**src/hdl/ppfm_defs.vh**
```
// constants for the port pin function multiplexer
`ifndef PPFM_DEFS_VH
`define PPFM_DEFS_VH
// ---------------------------------------------------------------
// line positions
// ---------------------------------------------------------------
`define PPFM_A_ADCREF   0
`define PPFM_A_ALT2     2
`define PPFM_A_IRLARGE  3
`define PPFM_A_CLKA     4
`define PPFM_A_OPENDRN  5
`define PPFM_A_XIN      6
`define PPFM_A_XOUT     7
`define PPFM_B_IRNORM   1
`define PPFM_B_BUZ2     2
`define PPFM_B_ALT3     3
`define PPFM_B_ALT4     4
`define PPFM_B_PULSE_WIDTH_OUT_2     6
`define PPFM_B_TMR2     7
// ---------------------------------------------------------------
// pull-down capability masks
// ---------------------------------------------------------------
`define PPFM_PD_MASK_A  8'h2f
`define PPFM_PD_MASK_B  8'h0f
`define PPFM_PD_MASK_C  2'h3
// ---------------------------------------------------------------
// alternate output selector codes
// ---------------------------------------------------------------
`define PPFM_SEL_PORT   2'h0
`define PPFM_SEL_ALT1   2'h1
`define PPFM_SEL_ALT2   2'h2
`define PPFM_SEL_ALT3   2'h3
`define PPFM_RST_LOW    1'h0
`endif

```
**src/hdl/ppfm_port_pin_mux.v**
```verilog
// port pin function multiplexer: eighteen lines, alternate functions
// ---------------------------------------------------------------
// Notes on behaviour
// RULE1 - third counter match output toggles per underflow, driven on B3
// RULE2 - first counter match output toggles per underflow, on B4
// RULE3 - second counter match output toggles per underflow, on B7
// RULE4 - ir mode drives carrier on A3 through the large-sink driver
// RULE5 - ir mode also drives carrier on B1 with normal sink
// RULE6 - A2 may carry third pwm or third buzzer output
// RULE7 - A2 may be external clock for second and third counters
// RULE8 - A4 may be external clock for 8-bit and first counters
// RULE9 - irq inputs: 0 from A4, 1 from A3, 2 from A5
// RULE10 - A5 never drives high: input or open-drain only
// RULE11 - A5 may serve as active-low external reset input
// RULE12 - A7 may output the instruction clock
// RULE13 - B3 may output first buzzer or comparator result
// RULE14 - B4 may carry first pwm, B6 second pwm
// RULE15 - B2 may output second buzzer
// RULE16 - A6 crystal input, A7 crystal output
// RULE17 - adc inputs 0-4 on A0-A4, 5-11 on B1-B7; A0 high reference
// RULE18 - programming pads: data-in A2, clock A4, data-out A3 or B3
// RULE19 - eighteen lines, each with its own direction control
// RULE20 - pull-down only on A0-A3, A5, B0-B3 and C0-C1
// RULE21 - open-drain mode on every B and C line
// RULE22 - C lines are plain bidirectional, no alternate function
// RULE23 - selected alternate output replaces latch data; deselect restores
// ---------------------------------------------------------------
`timescale 1ns/100ps
`include "ppfm_defs.vh"
module ppfm_port_pin_mux (
  clk,
  rst,
  portAData,
  portBData,
  portCData,
  portADirOut,
  portBDirOut,
  portCDirOut,
  portAPullDownEn,
  portBPullDownEn,
  portCPullDownEn,
  portBOpenDrain,
  portCOpenDrain,
  portA5OpenDrainEn,
  irModeEn,
  irCarrier,
  pwmOutEn,
  pulseWidthOut1,
  pulseWidthOut2,
  pulseWidthOut3,
  buzzerOutEn,
  buzzerOut1,
  buzzerOut2,
  buzzerOut3,
  comparatorOutEn,
  comparatorResultOut,
  timerMatchOutEn,
  counterUnderflow,
  instClockOutEn,
  instClock,
  crystalEn,
  crystalOutDrive,
  extResetEn,
  progModeEn,
  progSerialOut,
  progDataOutOnB3,
  portAIn,
  portBIn,
  portCIn,
  portAOut,
  portAOe,
  portBOut,
  portBOe,
  portCOut,
  portCOe,
  portALargeSink,
  portAPullDown,
  portBPullDown,
  portCPullDown,
  portAReadback,
  portBReadback,
  portCReadback,
  extClockInA,
  extClockInB,
  extIrqInput0,
  extIrqInput1,
  extIrqInput2,
  externalResetN,
  progSerialIn,
  progSerialClk,
  crystalIn,
  timerOneMatchOutput,
  timerTwoMatchOutput,
  timerThreeMatchOutput,
  analogInEnable,
  adcHighReferenceIn
);
  input  wire        clk;
  input  wire        rst;
  input  wire [7:0]  portAData;
  input  wire [7:0]  portBData;
  input  wire [1:0]  portCData;
  input  wire [7:0]  portADirOut;
  input  wire [7:0]  portBDirOut;
  input  wire [1:0]  portCDirOut;
  input  wire [7:0]  portAPullDownEn;
  input  wire [7:0]  portBPullDownEn;
  input  wire [1:0]  portCPullDownEn;
  input  wire [7:0]  portBOpenDrain;
  input  wire [1:0]  portCOpenDrain;
  input  wire        portA5OpenDrainEn;
  input  wire        irModeEn;
  input  wire        irCarrier;
  input  wire [2:0]  pwmOutEn;
  input  wire        pulseWidthOut1;
  input  wire        pulseWidthOut2;
  input  wire        pulseWidthOut3;
  input  wire [2:0]  buzzerOutEn;
  input  wire        buzzerOut1;
  input  wire        buzzerOut2;
  input  wire        buzzerOut3;
  input  wire        comparatorOutEn;
  input  wire        comparatorResultOut;
  input  wire [2:0]  timerMatchOutEn;
  input  wire [2:0]  counterUnderflow;
  input  wire        instClockOutEn;
  input  wire        instClock;
  input  wire        crystalEn;
  input  wire        crystalOutDrive;
  input  wire        extResetEn;
  input  wire        progModeEn;
  input  wire        progSerialOut;
  input  wire        progDataOutOnB3;
  input  wire [7:0]  portAIn;
  input  wire [7:0]  portBIn;
  input  wire [1:0]  portCIn;
  output reg  [7:0]  portAOut;
  output reg  [7:0]  portAOe;
  output reg  [7:0]  portBOut;
  output reg  [7:0]  portBOe;
  output reg  [1:0]  portCOut;
  output reg  [1:0]  portCOe;
  output reg         portALargeSink;
  output reg  [7:0]  portAPullDown;
  output reg  [7:0]  portBPullDown;
  output reg  [1:0]  portCPullDown;
  output reg  [7:0]  portAReadback;
  output reg  [7:0]  portBReadback;
  output reg  [1:0]  portCReadback;
  output reg         extClockInA;
  output reg         extClockInB;
  output reg         extIrqInput0;
  output reg         extIrqInput1;
  output reg         extIrqInput2;
  output reg         externalResetN;
  output reg         progSerialIn;
  output reg         progSerialClk;
  output reg         crystalIn;
  output reg         timerOneMatchOutput;
  output reg         timerTwoMatchOutput;
  output reg         timerThreeMatchOutput;
  output reg  [11:0] analogInEnable;
  output reg         adcHighReferenceIn;

  // ---------------------------------------------------------------
  // pin input synchronisation
  // ---------------------------------------------------------------
  wire [7:0]  aSync;
  wire [7:0]  bSync;
  wire [1:0]  cSync;
  wire [2:0]  matchLevel;

  ppfm_sync3 #(.WIDTH(18)) ppfm_sync3_i (
    .clk     (clk),
    .rst     (rst),
    .asyncIn ({portCIn, portBIn, portAIn}),
    .syncOut ({cSync, bSync, aSync})
  );

  // match toggle on counter underflow
  ppfm_match_toggle #(.N(3)) ppfm_match_toggle_i (
    .clk       (clk),
    .rst       (rst),
    .underflow (counterUnderflow),
    .matchOut  (matchLevel)
  );

  // ---------------------------------------------------------------
  // output data selection
  // ---------------------------------------------------------------
  reg [7:0] aOutD;
  reg [7:0] aOeD;
  reg [7:0] bOutD;
  reg [7:0] bOeD;
  reg [1:0] cOutD;
  reg [1:0] cOeD;

  always @* begin
    // RULE23 latch data default
    aOutD = portAData;
    aOeD  = portADirOut;
    bOutD = portBData;
    bOeD  = portBDirOut;
    // RULE6 pwm before buzzer on A2
    if (pwmOutEn[2]) begin
      aOutD[`PPFM_A_ALT2] = pulseWidthOut3;
      aOeD[`PPFM_A_ALT2]  = 1'b1;
    end else if (buzzerOutEn[2]) begin
      aOutD[`PPFM_A_ALT2] = buzzerOut3;
      aOeD[`PPFM_A_ALT2]  = 1'b1;
    end
    // RULE4 large-sink carrier
    if (irModeEn) begin
      aOutD[`PPFM_A_IRLARGE] = irCarrier;
      aOeD[`PPFM_A_IRLARGE]  = 1'b1;
    end
    // RULE16 crystal pins
    if (crystalEn) begin
      aOutD[`PPFM_A_XOUT] = crystalOutDrive;
      aOeD[`PPFM_A_XOUT]  = 1'b1;
      aOeD[`PPFM_A_XIN]   = 1'b0;
    end else if (instClockOutEn) begin
      // RULE12 instruction clock out
      aOutD[`PPFM_A_XOUT] = instClock;
      aOeD[`PPFM_A_XOUT]  = 1'b1;
    end
    // RULE18 programming data-out pads
    if (progModeEn && !progDataOutOnB3) begin
      aOutD[`PPFM_A_IRLARGE] = progSerialOut;
      aOeD[`PPFM_A_IRLARGE]  = 1'b1;
    end
    // RULE10 open-drain only: drive low, release for high
    aOutD[`PPFM_A_OPENDRN] = 1'b0;
    aOeD[`PPFM_A_OPENDRN]  = portA5OpenDrainEn
                             & portADirOut[`PPFM_A_OPENDRN]
                             & ~portAData[`PPFM_A_OPENDRN] & ~extResetEn;
    // RULE5 normal-sink carrier
    if (irModeEn) begin
      bOutD[`PPFM_B_IRNORM] = irCarrier;
      bOeD[`PPFM_B_IRNORM]  = 1'b1;
    end
    // RULE15 second buzzer
    if (buzzerOutEn[1]) begin
      bOutD[`PPFM_B_BUZ2] = buzzerOut2;
      bOeD[`PPFM_B_BUZ2]  = 1'b1;
    end
    // RULE13 buzzer, comparator; RULE1 match output on B3
    if (progModeEn && progDataOutOnB3) begin
      bOutD[`PPFM_B_ALT3] = progSerialOut;
      bOeD[`PPFM_B_ALT3]  = 1'b1;
    end else if (buzzerOutEn[0]) begin
      bOutD[`PPFM_B_ALT3] = buzzerOut1;
      bOeD[`PPFM_B_ALT3]  = 1'b1;
    end else if (comparatorOutEn) begin
      bOutD[`PPFM_B_ALT3] = comparatorResultOut;
      bOeD[`PPFM_B_ALT3]  = 1'b1;
    end else if (timerMatchOutEn[2]) begin
      bOutD[`PPFM_B_ALT3] = matchLevel[2];
      bOeD[`PPFM_B_ALT3]  = 1'b1;
    end
    // RULE14 first pwm, RULE2 first match on B4
    if (pwmOutEn[0]) begin
      bOutD[`PPFM_B_ALT4] = pulseWidthOut1;
      bOeD[`PPFM_B_ALT4]  = 1'b1;
    end else if (timerMatchOutEn[0]) begin
      bOutD[`PPFM_B_ALT4] = matchLevel[0];
      bOeD[`PPFM_B_ALT4]  = 1'b1;
    end
    // RULE14 second pwm on B6
    if (pwmOutEn[1]) begin
      bOutD[`PPFM_B_PULSE_WIDTH_OUT_2] = pulseWidthOut2;
      bOeD[`PPFM_B_PULSE_WIDTH_OUT_2]  = 1'b1;
    end
    // RULE3 second match on B7
    if (timerMatchOutEn[1]) begin
      bOutD[`PPFM_B_TMR2] = matchLevel[1];
      bOeD[`PPFM_B_TMR2]  = 1'b1;
    end
    // RULE21 open-drain: only low is driven
    bOeD  = bOeD & ~(portBOpenDrain & bOutD);
    // RULE22 port C plain, RULE21 open-drain
    cOutD = portCData;
    cOeD  = portCDirOut & ~(portCOpenDrain & portCData);
  end

  // ---------------------------------------------------------------
  // registered outputs
  // ---------------------------------------------------------------
  always @(posedge clk or posedge rst) begin
    if (rst) begin
      {portAOut, portAOe, portBOut, portBOe, portCOut, portCOe} <= 36'h0;
      {portALargeSink, portAPullDown, portBPullDown, portCPullDown} <= 19'h0;
      {portAReadback, portBReadback, portCReadback} <= 18'h0;
      {extClockInA, extClockInB} <= 2'h0;
      {extIrqInput0, extIrqInput1, extIrqInput2} <= 3'h0;
      externalResetN        <= 1'b1;
      {progSerialIn, progSerialClk, crystalIn} <= 3'h0;
      {timerOneMatchOutput, timerTwoMatchOutput, timerThreeMatchOutput} <= 3'h0;
      {analogInEnable, adcHighReferenceIn} <= 13'h0;
    end else begin
      // RULE19 per-line direction result
      portAOut <= aOutD;
      portAOe  <= aOeD;
      portBOut <= bOutD;
      portBOe  <= bOeD;
      portCOut <= cOutD;
      portCOe  <= cOeD;
      portALargeSink <= irModeEn;
      // RULE20 pull-down only on capable input lines
      portAPullDown <= portAPullDownEn & ~aOeD & `PPFM_PD_MASK_A;
      portBPullDown <= portBPullDownEn & ~bOeD & `PPFM_PD_MASK_B;
      portCPullDown <= portCPullDownEn & ~cOeD & `PPFM_PD_MASK_C;
      portAReadback <= aSync;
      portBReadback <= bSync;
      portCReadback <= cSync;
      // RULE8 clock a from A4, RULE7 clock b from A2
      extClockInA <= aSync[`PPFM_A_CLKA];
      extClockInB <= aSync[`PPFM_A_ALT2];
      // RULE9 irq routing
      extIrqInput0 <= aSync[`PPFM_A_CLKA];
      extIrqInput1 <= aSync[`PPFM_A_IRLARGE];
      extIrqInput2 <= aSync[`PPFM_A_OPENDRN];
      // RULE11 reset pin, held inactive when not selected
      externalResetN <= extResetEn ? aSync[`PPFM_A_OPENDRN] : 1'b1;
      // RULE18 programming inputs
      progSerialIn  <= progModeEn & aSync[`PPFM_A_ALT2];
      progSerialClk <= progModeEn & aSync[`PPFM_A_CLKA];
      crystalIn     <= crystalEn & aSync[`PPFM_A_XIN];
      timerOneMatchOutput   <= matchLevel[0];
      timerTwoMatchOutput   <= matchLevel[1];
      timerThreeMatchOutput <= matchLevel[2];
      // RULE17 analog channel enables follow input lines
      analogInEnable <= {~bOeD[7:1], ~aOeD[4:0]};
      adcHighReferenceIn <= aSync[`PPFM_A_ADCREF];
    end
  end
endmodule

```
**src/hdl/ppfm_sync3.v**
```verilog
// three-stage input synchroniser with agreement filter
`timescale 1ns/100ps
module ppfm_sync3 #(
  parameter WIDTH = 8
) (
  clk,
  rst,
  asyncIn,
  syncOut
);
  input  wire             clk;
  input  wire             rst;
  input  wire [WIDTH-1:0] asyncIn;
  output reg  [WIDTH-1:0] syncOut;

  reg [WIDTH-1:0] st1_q;
  reg [WIDTH-1:0] st2_q;
  reg [WIDTH-1:0] st3_q;
  integer i;

  always @(posedge clk or posedge rst) begin
    if (rst) begin
      st1_q   <= {WIDTH{1'b0}};
      st2_q   <= {WIDTH{1'b0}};
      st3_q   <= {WIDTH{1'b0}};
      syncOut <= {WIDTH{1'b0}};
    end else begin
      st1_q <= asyncIn;
      st2_q <= st1_q;
      st3_q <= st2_q;
      // a change counts only when stages two and three agree
      for (i = 0; i < WIDTH; i = i + 1) begin
        if (st2_q[i] == st3_q[i]) begin
          syncOut[i] <= st3_q[i];
        end
      end
    end
  end
endmodule

```
**src/hdl/ppfm_match_toggle.v**
```verilog
// underflow-driven toggle outputs for the three down counters
`timescale 1ns/100ps
module ppfm_match_toggle #(
  parameter N = 3
) (
  clk,
  rst,
  underflow,
  matchOut
);
  input  wire         clk;
  input  wire         rst;
  input  wire [N-1:0] underflow;
  output reg  [N-1:0] matchOut;

  always @(posedge clk or posedge rst) begin
    if (rst) begin
      matchOut <= {N{1'b0}};
    end else begin
      // one level flip per underflow pulse
      matchOut <= matchOut ^ underflow;
    end
  end
endmodule

```
**config.mk**
```make
export PLATFORM = sky130hd
export DESIGN_NAME = ppfm_port_pin_mux
export DESIGN_NICKNAME = d
export VERILOG_FILES = /design/src/hdl/ppfm_port_pin_mux.v /design/src/hdl/ppfm_sync3.v /design/src/hdl/ppfm_match_toggle.v
export VERILOG_INCLUDE_DIRS = /design/src /design/src/hdl
export SDC_FILE = /design/constraint.sdc
export NUM_CORES = 1
export LEC_CHECK = 0
export BUFFER_PORTS_ARGS = -buffer_cell sky130_fd_sc_hd__clkbuf_2
export CAP_MARGIN = 20
export CORE_MARGIN = 4
export CORE_UTILIZATION = 45
export CTS_CLUSTER_DIAMETER = 30
export DETAILED_ROUTE_END_ITERATION = 12
export HOLD_SLACK_MARGIN = 0.06
export PLACE_DENSITY = 0.74
export SYNTH_ARGS = -nofsm -noshare
export SYNTH_HDL_FRONTEND = slang
export SYNTH_SLANG_ARGS = --single-unit
```
**constraint.sdc**
```tcl
create_clock -name clk -period 15.5 [get_ports clk]
set_input_delay 3.1 -clock clk [delete_from_list [all_inputs] [get_ports clk]]
set_output_delay 3.1 -clock clk [all_outputs]
set_load 0.02 [all_outputs]
```
# [Word-level counts from Yosys, hierarchy flattened]
# Index checks and enable logic that the tools add are counted.
# W data, S select, Z words.
[totals] reg_bits=164 in_bits=115 out_inout_bits=98 wordCells=126
[op_classes] eq_ne=18 muxes=34 bitwise=23 n_reduce_logical=3
[ops] cell="$mux W1" n=34
[ops] cell="$eq A1 B1 Y1" n=18
[ops] cell="$and A8 B8 Y8" n=2
[ops] cell="$not A8 Y8" n=1
[ops] cell="$not A7 Y7" n=1
[ops] cell="$and A1 B1 Y1" n=6
[ops] cell="$and A2 B2 Y2" n=3
[ops] cell="$and A6 B6 Y6" n=1
[ops] cell="$not A6 Y6" n=1
[ops] cell="$not A5 Y5" n=1
[ops] cell="$and A4 B4 Y4" n=1
[ops] cell="$not A2 Y2" n=2
[ops] cell="$not A4 Y4" n=1
[ops] cell="$xor A3 B3 Y3" n=1
[ops] cell="$logic_and A1 B1 Y1" n=2
[ops] cell="$not A1 Y1" n=2
[ops] cell="$logic_not A1 Y1" n=1

# [Logic depth before layout (Yosys ltp)]
[logic_depth] word_depth=9 ltp_mapped=3

# [Hierarchy]
# Synthesis repeated with hierarchy kept, for this count alone.
[unflattened] cells_unflattened=279 area_unflattened_um2=4819.6
[modules_own_cells] module="ppfm_port_pin_mux" n_inst=1 cells_each=181 area_each_um2=2706.3 seq_area_each_um2=2103.3
[modules_own_cells] module="ppfm_sync3" n_inst=1 cells_each=91 area_each_um2=2008.2 seq_area_each_um2=1801.7
[modules_own_cells] module="ppfm_match_toggle" n_inst=1 cells_each=7 area_each_um2=105.1 seq_area_each_um2=75.1

# [Worst setup path after synthesis]
# No wires, ideal clock.
[synth_timing] path_type="input to register" startpoint="input port comparatorOutEn" endpoint="register portBPullDown[3]" t_arrival_ns=3.801 t_required_ns=15.408 path_slack_ns=11.607 cell_stages=3 cell_sequence="or2_0 o2111a_2 o31ai_2"
[synth_via] elab_chain_len=8 word_cells_on_any_way=11
[synth_rtl] item="from (decl)" line="ppfm_port_pin_mux.v:122" text="input wire comparatorOutEn;"
[synth_rtl] item="$mux W1" line="ppfm_port_pin_mux.v:254" text="end else if (comparatorOutEn) begin"
[synth_rtl] item="$mux W1" line="ppfm_port_pin_mux.v:251" text="end else if (buzzerOutEn[0]) begin"
[synth_rtl] item="$mux W1" line="ppfm_port_pin_mux.v:248" text="if (progModeEn && progDataOutOnB3) begin"
[synth_rtl] item="$and A8 B8 Y8" line="ppfm_port_pin_mux.v:280" text="bOeD = bOeD & ~(portBOpenDrain & bOutD);"
[synth_rtl] item="$not A8 Y8" line="ppfm_port_pin_mux.v:280"
[synth_rtl] item="$and A8 B8 Y8 (*)" line="ppfm_port_pin_mux.v:280"
[synth_rtl] item="$not A4 Y4 (*)" line="ppfm_port_pin_mux.v:311" text="portBPullDown <= portBPullDownEn & ~bOeD & `PPFM_PD_MASK_B;"
[synth_rtl] item="$and A4 B4 Y4 (*)" line="ppfm_port_pin_mux.v:311"
[synth_rtl] item="to (signal assigned)" line="ppfm_port_pin_mux.v:311"
[synth_rtl] item="to (decl)" line="ppfm_port_pin_mux.v:145" text="output reg [7:0] portBPullDown;"
# Every way passes the cells marked *; elsewhere a longest branch is shown, timed or not.
# A chain may end at the register's enable or synchronous reset.

# [Final worst setup path]
[layout_timing] startpoint="register externalResetN" endpoint="output port externalResetN"
[layout_lines] item="from (decl)" line="ppfm_port_pin_mux.v:155" text="output reg externalResetN;"
[layout_lines] item="from (signal assigned)" line="ppfm_port_pin_mux.v:324" text="externalResetN <= extResetEn ? aSync[`PPFM_A_OPENDRN] : 1'b1;"
# No word-level cell between the ends.

==> impl_metrics.tcl <==
set metrics [dict create \
    max_freq_ghz 0.233 \
    hp-class "reg -> reg" \
    r2r_start "ppfm_match_toggle_i.matchOut[2]$_DFF_PP0_" \
    skew_ps 13.0 \
    cts_setup_buffers 0 \
    rows 37 \
    p_per_area_nw_per_um2 153 \
    combinationalPowerShare_pct 9.7 \
    power.leakage_nw 3.30 \
    r2r-end "portBPullDown[3]$_DFF_PP0_" \
    path_class "reg -> out" \
    overflow 0 \
    avgSynthCellArea_um2 17.3 \
    relSlewSlack_pct 43.4 \
    htree_levels 4 \
    worstMarginPinSlew_ps 848 \
    antennaDiodeCount 0 \
    synth_cells 277 \
    status "finished, final reports clean" \
    r2r_setup_slack_ps 14410 \
    sw_frac_of_total_pct 23.4 \
    cp_slowest_cell "dfstp_2" \
    routedWlPerCell_um 13.4 \
    grt_max_degree 87 \
    rsz0062_at_grt "no" \
    port_buffers 197 \
    reg2reg_depth 3 \
    min_period_ps 4290 \
    areaGrowthSynthToFinish_pct 36.1 \
    firstDrtPassIters 5 \
    drcViolationCount 0 \
    wl_um 8500 \
    antenna_found_initial 0 \
    clockBufferDepth 2 \
    synth-edff-count 0 \
    cts_resized 0 \
    setup_viol 0 \
    synth-seq-cells 159 \
    cts_sinks 159 \
    cts_root_buffer "clkbuf_8" \
    synth_top_area_share_pct 82.5 \
    post_synth_num_cell_types 27 \
    crit_family "flip-flops" \
    post-route-period-util_pct 27.6 \
    vdd.ir_drop.worst_mv 0.0640 \
    clock_latency_ps 510 \
    post-dp-hpwl_um 6290 \
    slowest_delay_ps 520 \
    ys_warn_count 0 \
    internal-power_w 0.000764 \
    cp-start-kind "register" \
    worstSetupEndpointType "primary output" \
    maxSlewViolCount 0 \
    fin_nets 602 \
    drv_cap 0 \
    clockPowerShare_pct 43.4 \
    min_from "ppfm_sync3_i.st1_q[7]$_DFF_PP0_" \
    cp_cell_sequence "clkbuf_2" \
    worstSetupStartpoint "externalResetN$_DFF_PP1_" \
    netlist_area_um2 4790 \
    ant_nets 0 \
    numCtsBuffers 17 \
    worstPathMaxFanout 1 \
    vias_per_cell 4.42 \
    place_congestion 0.817 \
    synthFlopType "dfrtp_1" \
    synthTopCellsByArea "dfrtp_1 83%, maj3_1 3.8%, buf_4 2.2%, mux2i_1 1.0%, nor2b_1 1.0%" \
    cts_tree "built" \
    dpl-instance-area_um2 5880 \
    worstPathRequired_ps 12400 \
    synth_area_leader_cell "dfrtp_1" \
    die-area_um2 12400 \
    seq_area_frac_synth_pct 83.1 \
    tns_ps 0 \
    layout-drive-gt1-share_pct 47.4 \
    die_y_um 111 \
    cp.arrival_ps 1190 \
    grt_pass1_wl_um 14200 \
    finalHoldViolCount 0 \
    seqPwrFrac_pct 46.8 \
    grt_pass1_vias 3021 \
    grt_usage_pct 14.9 \
    hold_path_depth 0 \
    clk_pin_slew_worst_paths_ps 60 \
    die_w_um 111 \
    hold_path_end "ppfm_sync3_i.st2_q[7]$_DFF_PP0_" \
    vias 2811 \
    async_reset_ff_share_pct 100 \
    initial_core_util_pct 46.4 \
    drt_iter0_drc 107 \
    coreArea_um2 10300 \
    p_sw_w 0.000233 \
    num_io_pins 213 \
    hold_buffers 0 \
    final_area_um2 6520 \
    crit_buf_inv 1 \
]
[routing by layer]
metal / GRT usage, % / share of wire [%]
met1: 16.4 / 36
met2: 24.4 / 52
met3: 7.42 / 11
met4: 6.41 / 1.4
met5: 0 / 0
[power groups by stage]
| stage | logic (W) | clock network [W] | registers, W |
|---|---|---|---|
| 6_report | 0.0000972 | 0.000433 | 0.000467 |
| 5_1_grt | 0.000107 | 0.000466 | 0.000472 |
| 4_1_cts | 0.0000995 | 0.000447 | 0.000468 |
| 2_1_floorplan | 0.0000306 | 0 | 0.000500 |
| 3_5_place_dp | 0.0000991 | 0 | 0.000475 |
| 3_3_place_gp | 0.0000974 | 0 | 0.000473 |
[stage by stage]
stage / utilization [%] / power, W / instances / worst slack (ps) / hold slack, ps
floorplan: - / 0.000530 / 284 / 8110 / 331
global placement: 57.0 / 0.000571 / 604 / 10830 / 332
detailed placement: 57.0 / 0.000574 / 604 / 10790 / 335
CTS: 63.1 / 0.00101 / 636 / 11180 / 349
global route: 63.1 / 0.00104 / 636 / 11110 / 349
finish: 63.1 / 0.000997 / 636 / 11210 / 345
[cell families (layout without fill, tap and decap cells)]
logic type / after synthesis / after routing / share of synthesized area, %
compound gates: 22 / 22 / 3.08
xor+xnor: 3 / 3 / 0.549
fa+ha+maj: 18 / 18 / 3.76
buf+inv: 23 / 239 / 2.90
flops: 159 / 159 / 83.1
mux: 9 / 9 / 1.99
other cells: 1 / 8 / 0.0783
simple gates: 42 / 42 / 4.55
[worst max-delay path by stage]
stage,endpoint,cells after the start
after floorplan,analogInEnable[0]$_DFF_PP0_,1
after global placement,ppfm_sync3_i.st2_q[12]$_DFF_PP0_,3
after detailed placement,portBReadback[1]$_DFF_PP0_,3
after CTS,externalResetN,1
after global routing,ppfm_sync3_i.syncOut[12]$_DFFE_PP0N_,3
final,externalResetN,1
[sequential cells by signal, summed over array words and instances, names as in the netlist, 3 cells and up]
name,cells
ppfm_sync3_i.st3_q,18
portBReadback,8
portAOe,8
portBOe,8
portAPullDown,5
analogInEnable,12
ppfm_match_toggle_i.matchOut,3
portAReadback,8
portBOut,8
portBPullDown,4
ppfm_sync3_i.syncOut,18
portAOut,7
ppfm_sync3_i.st2_q,18
ppfm_sync3_i.st1_q,18
[synth_stat cells (2+ instances only)]
master,number
a21boi_0,5
and2_1,7
buf_4,14
dfrtp_1,158
inv_1,9
maj3_1,18
mux2_2,4
mux2i_1,5
nand2_1,13
nand3_1,3
nor2_1,2
nor2b_1,8
nor3_1,4
o21a_1,3
o21ai_0,10
xor2_1,3
[cell usage in the layout (no fill, tap or decap), types with 3 or more instances in the layout]
master,Yosys,layout
o21a_1,3,3
nand3_1,3,3
and2_1,7,7
mux2i_1,5,5
clkbuf_8,0,4
o21ai_0,10,10
clkbuf_16,0,16
nor2b_1,8,8
clkbuf_2,0,197
conb_1,1,8
a21boi_0,5,5
inv_1,9,8
bufinv_16,0,4
dfrtp_1,158,158
mux2_2,4,4
maj3_1,18,18
inv_6,0,3
nand2_1,13,13
xor2_1,3,3
nor3_1,4,4
[final cells by class]
class                   instances  area, µm²
fillers                       766       3810
inverters                       9       38.8
flip-flops and latches        159       3980
well taps                     136        170
repair buffers                198        993
multi-input cells             102        697
clock buffers                  21        459
clock inverters                11        178
Power figures use the tool's default switching activity.
